### config.mk
export PLATFORM = sky130hd
export DESIGN_NAME = i2cbr_core
export DESIGN_NICKNAME = d
export VERILOG_FILES = /design/src/i2cbr_rate_lut.v /design/src/i2cbr_core.v
export VERILOG_INCLUDE_DIRS = /design/src
export SDC_FILE = /design/constraint.sdc
export NUM_CORES = 1
export LEC_CHECK = 0
export ABC_CLOCK_PERIOD_IN_PS = 4270
export BUFFER_PORTS_ARGS = -buffer_cell sky130_fd_sc_hd__buf_2
export CORE_ASPECT_RATIO = 1.2
export CORE_MARGIN = 3
export CORE_UTILIZATION = 62
export CTS_CLUSTER_DIAMETER = 200
export DETAILED_ROUTE_END_ITERATION = 8
export PLACE_DENSITY = 0.81
export SLEW_MARGIN = 20
export SYNTH_ARGS = -nofsm -noshare
export SYNTH_HDL_FRONTEND = slang
export SYNTH_SLANG_ARGS = --single-unit
### constraint.sdc
create_clock -name ref_clk -period 4.27 [get_ports ref_clk]
set_input_delay 0.427 -clock ref_clk [delete_from_list [all_inputs] [get_ports ref_clk]]
set_output_delay 0.427 -clock ref_clk [all_outputs]
set_load 0.005 [all_outputs]
### src/i2cbr_regs.vh
// register offsets, field positions, reset values and lookup widths
// for the two-wire bit-rate and own-address block
// assumes a byte-wide register port with a 4-bit address
`ifndef I2CBR_REGS_VH
`define I2CBR_REGS_VH

// register offsets
`define I2CBR_OFS_OWN_ADDR   4'h0
`define I2CBR_OFS_RATE_DIV   4'h1
`define I2CBR_OFS_CTRL       4'h2
`define I2CBR_OFS_STATUS     4'h3

// bit_rate_divider fields
`define I2CBR_MUL_HI         7
`define I2CBR_MUL_LO         6
`define I2CBR_CODE_HI        5
`define I2CBR_CODE_LO        0

// multiplier codes
`define I2CBR_MUL_X1         2'h0
`define I2CBR_MUL_X2         2'h1
`define I2CBR_MUL_X4         2'h2
`define I2CBR_MUL_RSVD       2'h3

// control register fields
`define I2CBR_CTRL_RUN       0

// status register fields
`define I2CBR_ST_RUN         0
`define I2CBR_ST_SCL         1
`define I2CBR_ST_HOLD        2
`define I2CBR_ST_MATCH       3

// reset values
`define I2CBR_RST_OWN_ADDR   8'h00
`define I2CBR_RST_RATE_DIV   8'h00
`define I2CBR_RST_CTRL       8'h00

// widths of looked-up and scaled counts
`define I2CBR_DIV_W          12
`define I2CBR_HOLD_W         10
`define I2CBR_PER_W          14
`define I2CBR_HCNT_W         12

`endif

### src/i2cbr_rate_lut.v
// fixed lookup from 6-bit clock-rate code to scl divider and sda hold value
// purely combinational; the caller registers the results
`timescale 1ns/1ps
`include "i2cbr_regs.vh"

module i2cbr_rate_lut (
  // code in
  input  wire [5:0]                 clock_rate_code,
  // looked-up values
  output wire [`I2CBR_DIV_W-1:0]    scl_div,
  output wire [`I2CBR_HOLD_W-1:0]   sda_hold
);

  // first four groups of eight held as a table; higher groups scale group 3
  function [`I2CBR_DIV_W-1:0] base_div;
    input [4:0] c;
    begin
      case (c)
        5'h00: base_div = 12'h014;
        5'h01: base_div = 12'h016;
        5'h02: base_div = 12'h018;
        5'h03: base_div = 12'h01a;
        5'h04: base_div = 12'h01c;
        5'h05: base_div = 12'h01e;
        5'h06: base_div = 12'h022;
        5'h07: base_div = 12'h028;
        5'h08: base_div = 12'h01c;
        5'h09: base_div = 12'h020;
        5'h0a: base_div = 12'h024;
        5'h0b: base_div = 12'h028;
        5'h0c: base_div = 12'h02c;
        5'h0d: base_div = 12'h030;
        5'h0e: base_div = 12'h038;
        5'h0f: base_div = 12'h044;
        5'h10: base_div = 12'h030;
        5'h11: base_div = 12'h038;
        5'h12: base_div = 12'h040;
        5'h13: base_div = 12'h048;
        5'h14: base_div = 12'h050;
        5'h15: base_div = 12'h058;
        5'h16: base_div = 12'h068;
        5'h17: base_div = 12'h080;
        5'h18: base_div = 12'h050;
        5'h19: base_div = 12'h060;
        5'h1a: base_div = 12'h070;
        5'h1b: base_div = 12'h080;
        5'h1c: base_div = 12'h090;
        5'h1d: base_div = 12'h0a0;
        5'h1e: base_div = 12'h0c0;
        5'h1f: base_div = 12'h0f0;
        default: base_div = 12'h014;
      endcase
    end
  endfunction

  function [`I2CBR_HOLD_W-1:0] base_hold;
    input [4:0] c;
    begin
      case (c[4:1])
        4'h0: base_hold = 10'h007;
        4'h1: base_hold = 10'h008;
        4'h2: base_hold = 10'h009;
        4'h3: base_hold = 10'h00a;
        4'h4: base_hold = 10'h007;
        4'h5: base_hold = 10'h009;
        4'h6: base_hold = 10'h00b;
        4'h7: base_hold = 10'h00d;
        4'h8: base_hold = 10'h009;
        4'h9: base_hold = 10'h00d;
        4'ha: base_hold = 10'h011;
        4'hb: base_hold = 10'h015;
        4'hc: base_hold = 10'h009;
        4'hd: base_hold = 10'h011;
        4'he: base_hold = 10'h019;
        4'hf: base_hold = 10'h021;
        default: base_hold = 10'h007;
      endcase
    end
  endfunction

  wire [4:0]                 low_code = {2'h3, clock_rate_code[2:0]};
  wire [1:0]                 up_shift = clock_rate_code[4:3];
  // three bits wide so the top group shifts by four instead of wrapping to zero
  wire [2:0]                 grp_shift = {1'b0, up_shift} + 3'h1;
  wire [`I2CBR_DIV_W-1:0]    g3_div   = base_div(low_code);
  wire [`I2CBR_HOLD_W-1:0]   g3_hold  = base_hold(low_code);
  wire [`I2CBR_HOLD_W-1:0]   g3_hm1   = g3_hold - 10'h001;

  // groups 4..7: divider doubles per group, hold follows (h-1)*2^n+1
  assign scl_div  = clock_rate_code[5]
                    ? (g3_div << grp_shift)
                    : base_div(clock_rate_code[4:0]);
  assign sda_hold = clock_rate_code[5]
                    ? ((g3_hm1 << grp_shift) + 10'h001)
                    : base_hold(clock_rate_code[4:0]);

endmodule // i2cbr_rate_lut

### src/i2cbr_core.v
// bit-rate generator, sda hold timer and own-address match
// for a two-wire serial bus interface
// assumes a single-cycle register port and a protocol engine that
// requests clocking through scl_run and presents calling addresses
`timescale 1ns/1ps
`include "i2cbr_regs.vh"

module i2cbr_core (
  // clock and reset
  input  wire        ref_clk,
  input  wire        sys_rst,
  // register port
  input  wire [3:0]  reg_addr,
  input  wire [7:0]  reg_wdata,
  input  wire        reg_wr,
  input  wire        reg_rd,
  output reg  [7:0]  reg_rdata,
  // protocol engine side
  input  wire        scl_run,
  input  wire [6:0]  call_addr,
  input  wire        call_valid,
  output reg         addr_match,
  output reg         scl_level,
  output reg         scl_fall,
  output reg         bit_start,
  output reg         sda_update
);

  localparam ST_IDLE = 2'h0;
  localparam ST_HIGH = 2'h1;
  localparam ST_LOW  = 2'h2;

  // software-visible registers
  reg  [7:0]                own_slave_address_reg;
  reg  [7:0]                bit_rate_divider_reg;
  reg  [7:0]                ctrl_reg;

  // timing state
  reg  [1:0]                state_reg;
  reg  [1:0]                state_next;
  reg  [`I2CBR_PER_W-1:0]   half_reg;
  reg  [`I2CBR_PER_W-1:0]   cnt_reg;
  reg  [`I2CBR_HCNT_W-1:0]  hold_len_reg;
  reg  [`I2CBR_HCNT_W-1:0]  hold_cnt_reg;
  reg                       hold_busy_reg;

  wire [1:0]                rate_multiplier_select;
  wire [5:0]                clock_rate_code;
  wire [`I2CBR_DIV_W-1:0]   scl_div;
  wire [`I2CBR_HOLD_W-1:0]  sda_hold;
  reg  [1:0]                mul_shift;
  wire [`I2CBR_PER_W-1:0]   period_cycles;
  wire [`I2CBR_HCNT_W-1:0]  hold_cycles;
  wire                      run_req;
  wire                      cnt_done;
  wire                      hold_done;

  assign rate_multiplier_select = bit_rate_divider_reg[`I2CBR_MUL_HI:`I2CBR_MUL_LO];
  assign clock_rate_code        = bit_rate_divider_reg[`I2CBR_CODE_HI:`I2CBR_CODE_LO];
  assign run_req                = scl_run & ctrl_reg[`I2CBR_CTRL_RUN];

  i2cbr_rate_lut u_lut (
    .clock_rate_code (clock_rate_code),
    .scl_div         (scl_div),
    .sda_hold        (sda_hold)
  );

  // reserved multiplier code falls back to x1 rather than an odd factor
  always @*
  begin
    case (rate_multiplier_select)
      `I2CBR_MUL_X1: mul_shift = 2'h0;
      `I2CBR_MUL_X2: mul_shift = 2'h1;
      `I2CBR_MUL_X4: mul_shift = 2'h2;
      default:       mul_shift = 2'h0;
    endcase
  end

  // full bit period and hold delay in clock cycles
  assign period_cycles = {2'h0, scl_div} << mul_shift;
  assign hold_cycles   = {2'h0, sda_hold} << mul_shift;

  // register writes
  always @(posedge ref_clk)
  begin
    if (sys_rst)
    begin
      own_slave_address_reg <= `I2CBR_RST_OWN_ADDR;
      bit_rate_divider_reg  <= `I2CBR_RST_RATE_DIV;
      ctrl_reg              <= `I2CBR_RST_CTRL;
    end
    else if (reg_wr)
    begin
      case (reg_addr)
        `I2CBR_OFS_OWN_ADDR: own_slave_address_reg <= reg_wdata;
        `I2CBR_OFS_RATE_DIV: bit_rate_divider_reg  <= reg_wdata;
        `I2CBR_OFS_CTRL:     ctrl_reg <= {7'h00, reg_wdata[`I2CBR_CTRL_RUN]};
        default:             ctrl_reg <= ctrl_reg;
      endcase
    end
  end

  // read data one cycle after the strobe; unmapped reads return zero
  always @(posedge ref_clk)
  begin
    if (sys_rst)
      reg_rdata <= 8'h00;
    else if (reg_rd)
    begin
      case (reg_addr)
        `I2CBR_OFS_OWN_ADDR: reg_rdata <= own_slave_address_reg;
        `I2CBR_OFS_RATE_DIV: reg_rdata <= bit_rate_divider_reg;
        `I2CBR_OFS_CTRL:     reg_rdata <= ctrl_reg;
        `I2CBR_OFS_STATUS:   reg_rdata <= {4'h0, addr_match, hold_busy_reg,
                                           scl_level, (state_reg != ST_IDLE)};
        default:             reg_rdata <= 8'h00;
      endcase
    end
    else
      reg_rdata <= 8'h00;
  end

  // 7-bit calling address compared against the upper seven bits
  always @(posedge ref_clk)
  begin
    if (sys_rst)
      addr_match <= 1'b0;
    else
      addr_match <= call_valid & (call_addr == own_slave_address_reg[7:1]);
  end

  assign cnt_done = (cnt_reg == {`I2CBR_PER_W{1'b0}});

  always @*
  begin
    state_next = state_reg;
    case (state_reg)
      ST_IDLE: if (run_req) state_next = ST_HIGH;
      ST_HIGH: if (cnt_done) state_next = ST_LOW;
      ST_LOW:  if (cnt_done) state_next = run_req ? ST_HIGH : ST_IDLE;
      default: state_next = ST_IDLE;
    endcase
  end

  // scl half-period counter; settings are sampled only at a bit start so a
  // mid-bit write cannot stretch or chop the current bit
  always @(posedge ref_clk)
  begin
    if (sys_rst)
    begin
      state_reg    <= ST_IDLE;
      half_reg     <= {`I2CBR_PER_W{1'b0}};
      cnt_reg      <= {`I2CBR_PER_W{1'b0}};
      hold_len_reg <= {`I2CBR_HCNT_W{1'b0}};
      scl_level    <= 1'b1;
      scl_fall     <= 1'b0;
      bit_start    <= 1'b0;
    end
    else
    begin
      state_reg <= state_next;
      scl_fall  <= 1'b0;
      bit_start <= 1'b0;
      if (state_next == ST_HIGH && state_reg != ST_HIGH)
      begin
        half_reg     <= period_cycles >> 1;
        cnt_reg      <= (period_cycles >> 1) - 14'h0001;
        hold_len_reg <= hold_cycles;
        scl_level    <= 1'b1;
        bit_start    <= 1'b1;
      end
      else if (state_next == ST_LOW && state_reg == ST_HIGH)
      begin
        cnt_reg   <= half_reg - 14'h0001;
        scl_level <= 1'b0;
        scl_fall  <= 1'b1;
      end
      else if (state_next == ST_IDLE)
      begin
        cnt_reg   <= {`I2CBR_PER_W{1'b0}};
        scl_level <= 1'b1;
      end
      else
        cnt_reg <= cnt_reg - 14'h0001;
    end
  end

  assign hold_done = hold_busy_reg & (hold_cnt_reg == {`I2CBR_HCNT_W{1'b0}});

  // sda hold timer, started on each scl fall, pulses when sda may change
  always @(posedge ref_clk)
  begin
    if (sys_rst)
    begin
      hold_busy_reg <= 1'b0;
      hold_cnt_reg  <= {`I2CBR_HCNT_W{1'b0}};
      sda_update    <= 1'b0;
    end
    else
    begin
      sda_update <= hold_done;
      if (state_next == ST_LOW && state_reg == ST_HIGH)
      begin
        hold_busy_reg <= 1'b1;
        // pulse lands exactly hold_len cycles after the fall pulse
        hold_cnt_reg  <= hold_len_reg - 12'h001;
      end
      else if (hold_done)
        hold_busy_reg <= 1'b0;
      else if (hold_busy_reg)
        hold_cnt_reg <= hold_cnt_reg - 12'h001;
    end
  end

endmodule // i2cbr_core

==> results.ini <==
[pwr]
power.ir.vdd_worst_mv = 0.233
total_leakage_power_nw = 2.75
power.density_cell_area_nw_per_um2 = 294
sw_frac_of_total_pct = 25.1
clock_power_share_pct = 43.5
p_sw_mw = 0.503
internal-power_mw = 1.51
comb_power_share_pct = 7.3
pwr-share-seq_pct = 49.2

[timing]
timing.final.hold_violations = 0
fmax_ghz = 0.267
worst_slew_margin_rel_pct = 32.1
layout_min_cycle_time_ps = 3740
timing.clock.skew_ps = 9.99
worst_hold_slack_across_all_endpoints_ps = 323
tightestPinTransition_ps = 1020
layout_setup_ws_ps = 529
rsz0062_at_grt = no
max_slew_violation_count = 0
setup-violations-final = 0
finalCritPeriodShare_pct = 87.6
final_tns_setup_ps = 0

[global_routing]
antenna_found_initial = 0
globalRouteTotalUtil_pct = 26.0
globalRouteOverflowTotal = 0
first_global_vias = 5234
first_pass_grt_wire_length_mm = 24.9
grt_max_degree = 72

[setup_path]
crit_type = reg2reg
reg2reg_to = hold_cnt_reg[8]$_SDFFE_PP0P_
worst_setup_path_end_kind = flop
cp_num_buf_inv = 1
r2r.worst_path.cells = 14
worstReg2RegStart = cnt_reg[0]$_SDFF_PP0_
critical_path_depth = 14
path_delay_family = simple AND/OR/NAND/NOR gates
worstSetupEndpoint = hold_cnt_reg[8]$_SDFFE_PP0P_
path_common_cell = ha_1
cpPeakStageDelay_ps = 500
worst_ep_required_time_ps = 4540
ff2ff_setup_slack_ps = 530
timing.critical_path.slowest_stage_cell = or3_1
timing.critical_path.fanout_max = 8
worstPathArrival_ps = 4010
cp_cell_sequence = inv_1 > ha_1 > nor3b_1 > nand2_2 > or3_1 > nor2_2 > mux2i_1 > ha_1 > nand2_1 > or2_2 > nor4_1 > xor2_1 > nor2_1 > a211oi_1
startpoint = cnt_reg[0]$_SDFF_PP0_
critical_path.startpoint_type = flop

[flow_run]
timing.max_cap.violations = 0

[place]
gp_congestion = 0.941
place.port_buffers = 37
place_ws_ps = 588
dp_hpwl_mm = 10.7
placed_cells_incl_taps = 892

[synthesis]
post_synth_top_flop = dfxtp_1
ys_top_cells_by_count = nor2_1, dfxtp_1, nand2_1, a21oi_1, mux2i_1
yosysTopAreaCellShare_pct = 32.7
ys_warn_count = 0
postSynth.asyncResetShare_pct = 0
count_of_flip_flops_with_a_built_in_enable_after_synthesis = 0
syn_area_per_cell_um2 = 8.22
synth_area_leaders = dfxtp_1, nor2_1, mux2i_1, xnor2_1, xor2_1
synth.lib_cells_used.distinct = 80
synth_fp_nets = 816
synth-seq-area-share_pct = 32.7
synth.cell_area_um2 = 6370
synth_cells = 775
synth_top_area_cell = dfxtp_1
yosys.cell_count.top_type = nor2_1
synth.ff_latch_count = 104

[floorplan]
dieHeight_um = 117
std_cell_rows = 39
ios = 38
die_area_um2 = 11500
chipWidth_um = 98.6
initial_utilization_pct = 65.3
design.core.area_um2 = 9760

[clocking]
hold_buffers = 0
clock_tree.buffer_depth = 2
cts-resized-gates = 0
htree_levels = 3
clk_pin_slew_worst_paths_ps = 70
cts.repair_timing.setup_buffer_count = 0
insertion_delay_ps = 360
cts_buffers = 9
clock_tree_from_tritoncts = yes
clock_sinks = 104
cts-root-buf = clkbuf_16

[min_path]
min_path_cells = 3
class_of_the_most_critical_hold_timing_path = in2reg

[detailed_routing]
route.vias.total = 5658
wl_cell_um = 16.5
totalWireLength_mm = 14.9
final_antenna_net_count = 0
drc_errors = 0
detailedRoute.firstPassIterationCount = 9
drtIter0Drc = 417
post_drt_via_cell_ratio = 6.23

[final_layout]
layout_nets = 821
drive_gt1_share_pct = 11.8
area_growth_pct = 7.26
count_of_fill_cells_added_during_filler_insertion = 770
utilization_pct = 70.1
n_antenna_cell = 0
layout.cells.non_filler = 908

[run_status]
status = complete, no violations

worst reg2reg max path: stages (launching register included):
cell	delay, ps
dfxtp_1	340
inv_1	70
ha_1	220
nor3b_1	350
nand2_2	160
or3_1	510
nor2_2	350
mux2i_1	260
ha_1	280
nand2_1	90
or2_2	310
nor4_1	240
xor2_1	170
nor2_1	60
a211oi_1	250
cell usage in the layout, fill, tap and decap left out, types with 5 or more instances in the layout:
cell type	synthesis	routed
o21ai_0	25	25
nand2b_1	16	16
a311oi_1	5	5
o22ai_1	8	8
ha_1	16	16
o221ai_1	7	7
xor2_1	24	24
nor2_1	110	110
a21oi_1	41	41
mux2i_1	40	40
nand4_1	7	7
xnor2_1	28	28
and3_1	5	5
nor4_1	11	11
nor2b_1	11	11
nand3_1	17	17
a21o_1	6	6
dfxtp_1	104	104
nor3_1	27	27
a211oi_1	21	21
inv_1	22	22
nand3b_1	10	10
buf_4	3	8
or2_2	7	7
clkbuf_16	0	9
nand2_1	50	50
buf_2	20	37
or3_1	10	10
a31oi_1	9	9
cell families (layout without fill, tap and decap cells):
family,after synthesis,count (layout),synth area share [%]
XOR/XNOR,52,52,7.15
flip-flops,104,104,32.7
multiplexers,44,44,7.34
AND/OR/NAND/NOR,309,309,24.7
AO/OA/AOI/OAI,175,175,19.7
buffers and inverters,75,85,5.34
adder cells (fa/ha/maj),16,16,3.14
final cells by class:
cell class	count	area (µm²)	share of cell area [%]
Clock buffer	9	225	3.29
Clock inverter	7	88.8	1.30
Inverter	24	90.1	1.32
Multi-Input combinational cell	596	3950	57.8
Sequential cell	104	2080	30.5
Tap cell	123	154	2.25
Timing Repair Buffer	45	245	3.59
routing by layer:
layer,share of wire [%],track usage [%],vias to the layer above
met2,48,45.1,203
li1,-,-,2781
met1,44,33.1,2632
met5,0,0,-
met4,2.5,9.93,0
met3,4.9,3.79,42
worst min-delay path by stage:
stage | startpoint | endpoint | slack (ps)
after CTS | call_valid | addr_match$_SDFF_PP0_ | 320
after floorplan | hold_cnt_reg[11]$_SDFFE_PP0P_ | sda_update$_SDFF_PP0_ | 420
final | call_valid | addr_match$_SDFF_PP0_ | 320
after global routing | reg_wdata[6] | own_slave_address_reg[6]$_SDFFE_PP0P_ | 350
after detailed placement | hold_cnt_reg[11]$_SDFFE_PP0P_ | sda_update$_SDFF_PP0_ | 450
after global placement | hold_cnt_reg[11]$_SDFFE_PP0P_ | sda_update$_SDFF_PP0_ | 440
per-stage QoR:
step           power (mW)  cell area [µm²]
6_report             2.01             6840
5_1_grt              2.06             6840
4_1_cts              2.01             6840
3_5_place_dp         1.15             6520
3_3_place_gp         1.15             6520
2_1_floorplan        1.12             6370
power groups by stage:
stage / Sequential, mW / Combinational [mW] / Clock, mW
after detailed placement: 1.01 / 0.143 / 0
after floorplan: 1.01 / 0.109 / 0
after global placement: 1.01 / 0.138 / 0
after global routing: 0.989 / 0.160 / 0.910
after CTS: 0.987 / 0.144 / 0.876
final: 0.988 / 0.147 / 0.874
No activity file was read; power rests on OpenSTA's default activity.
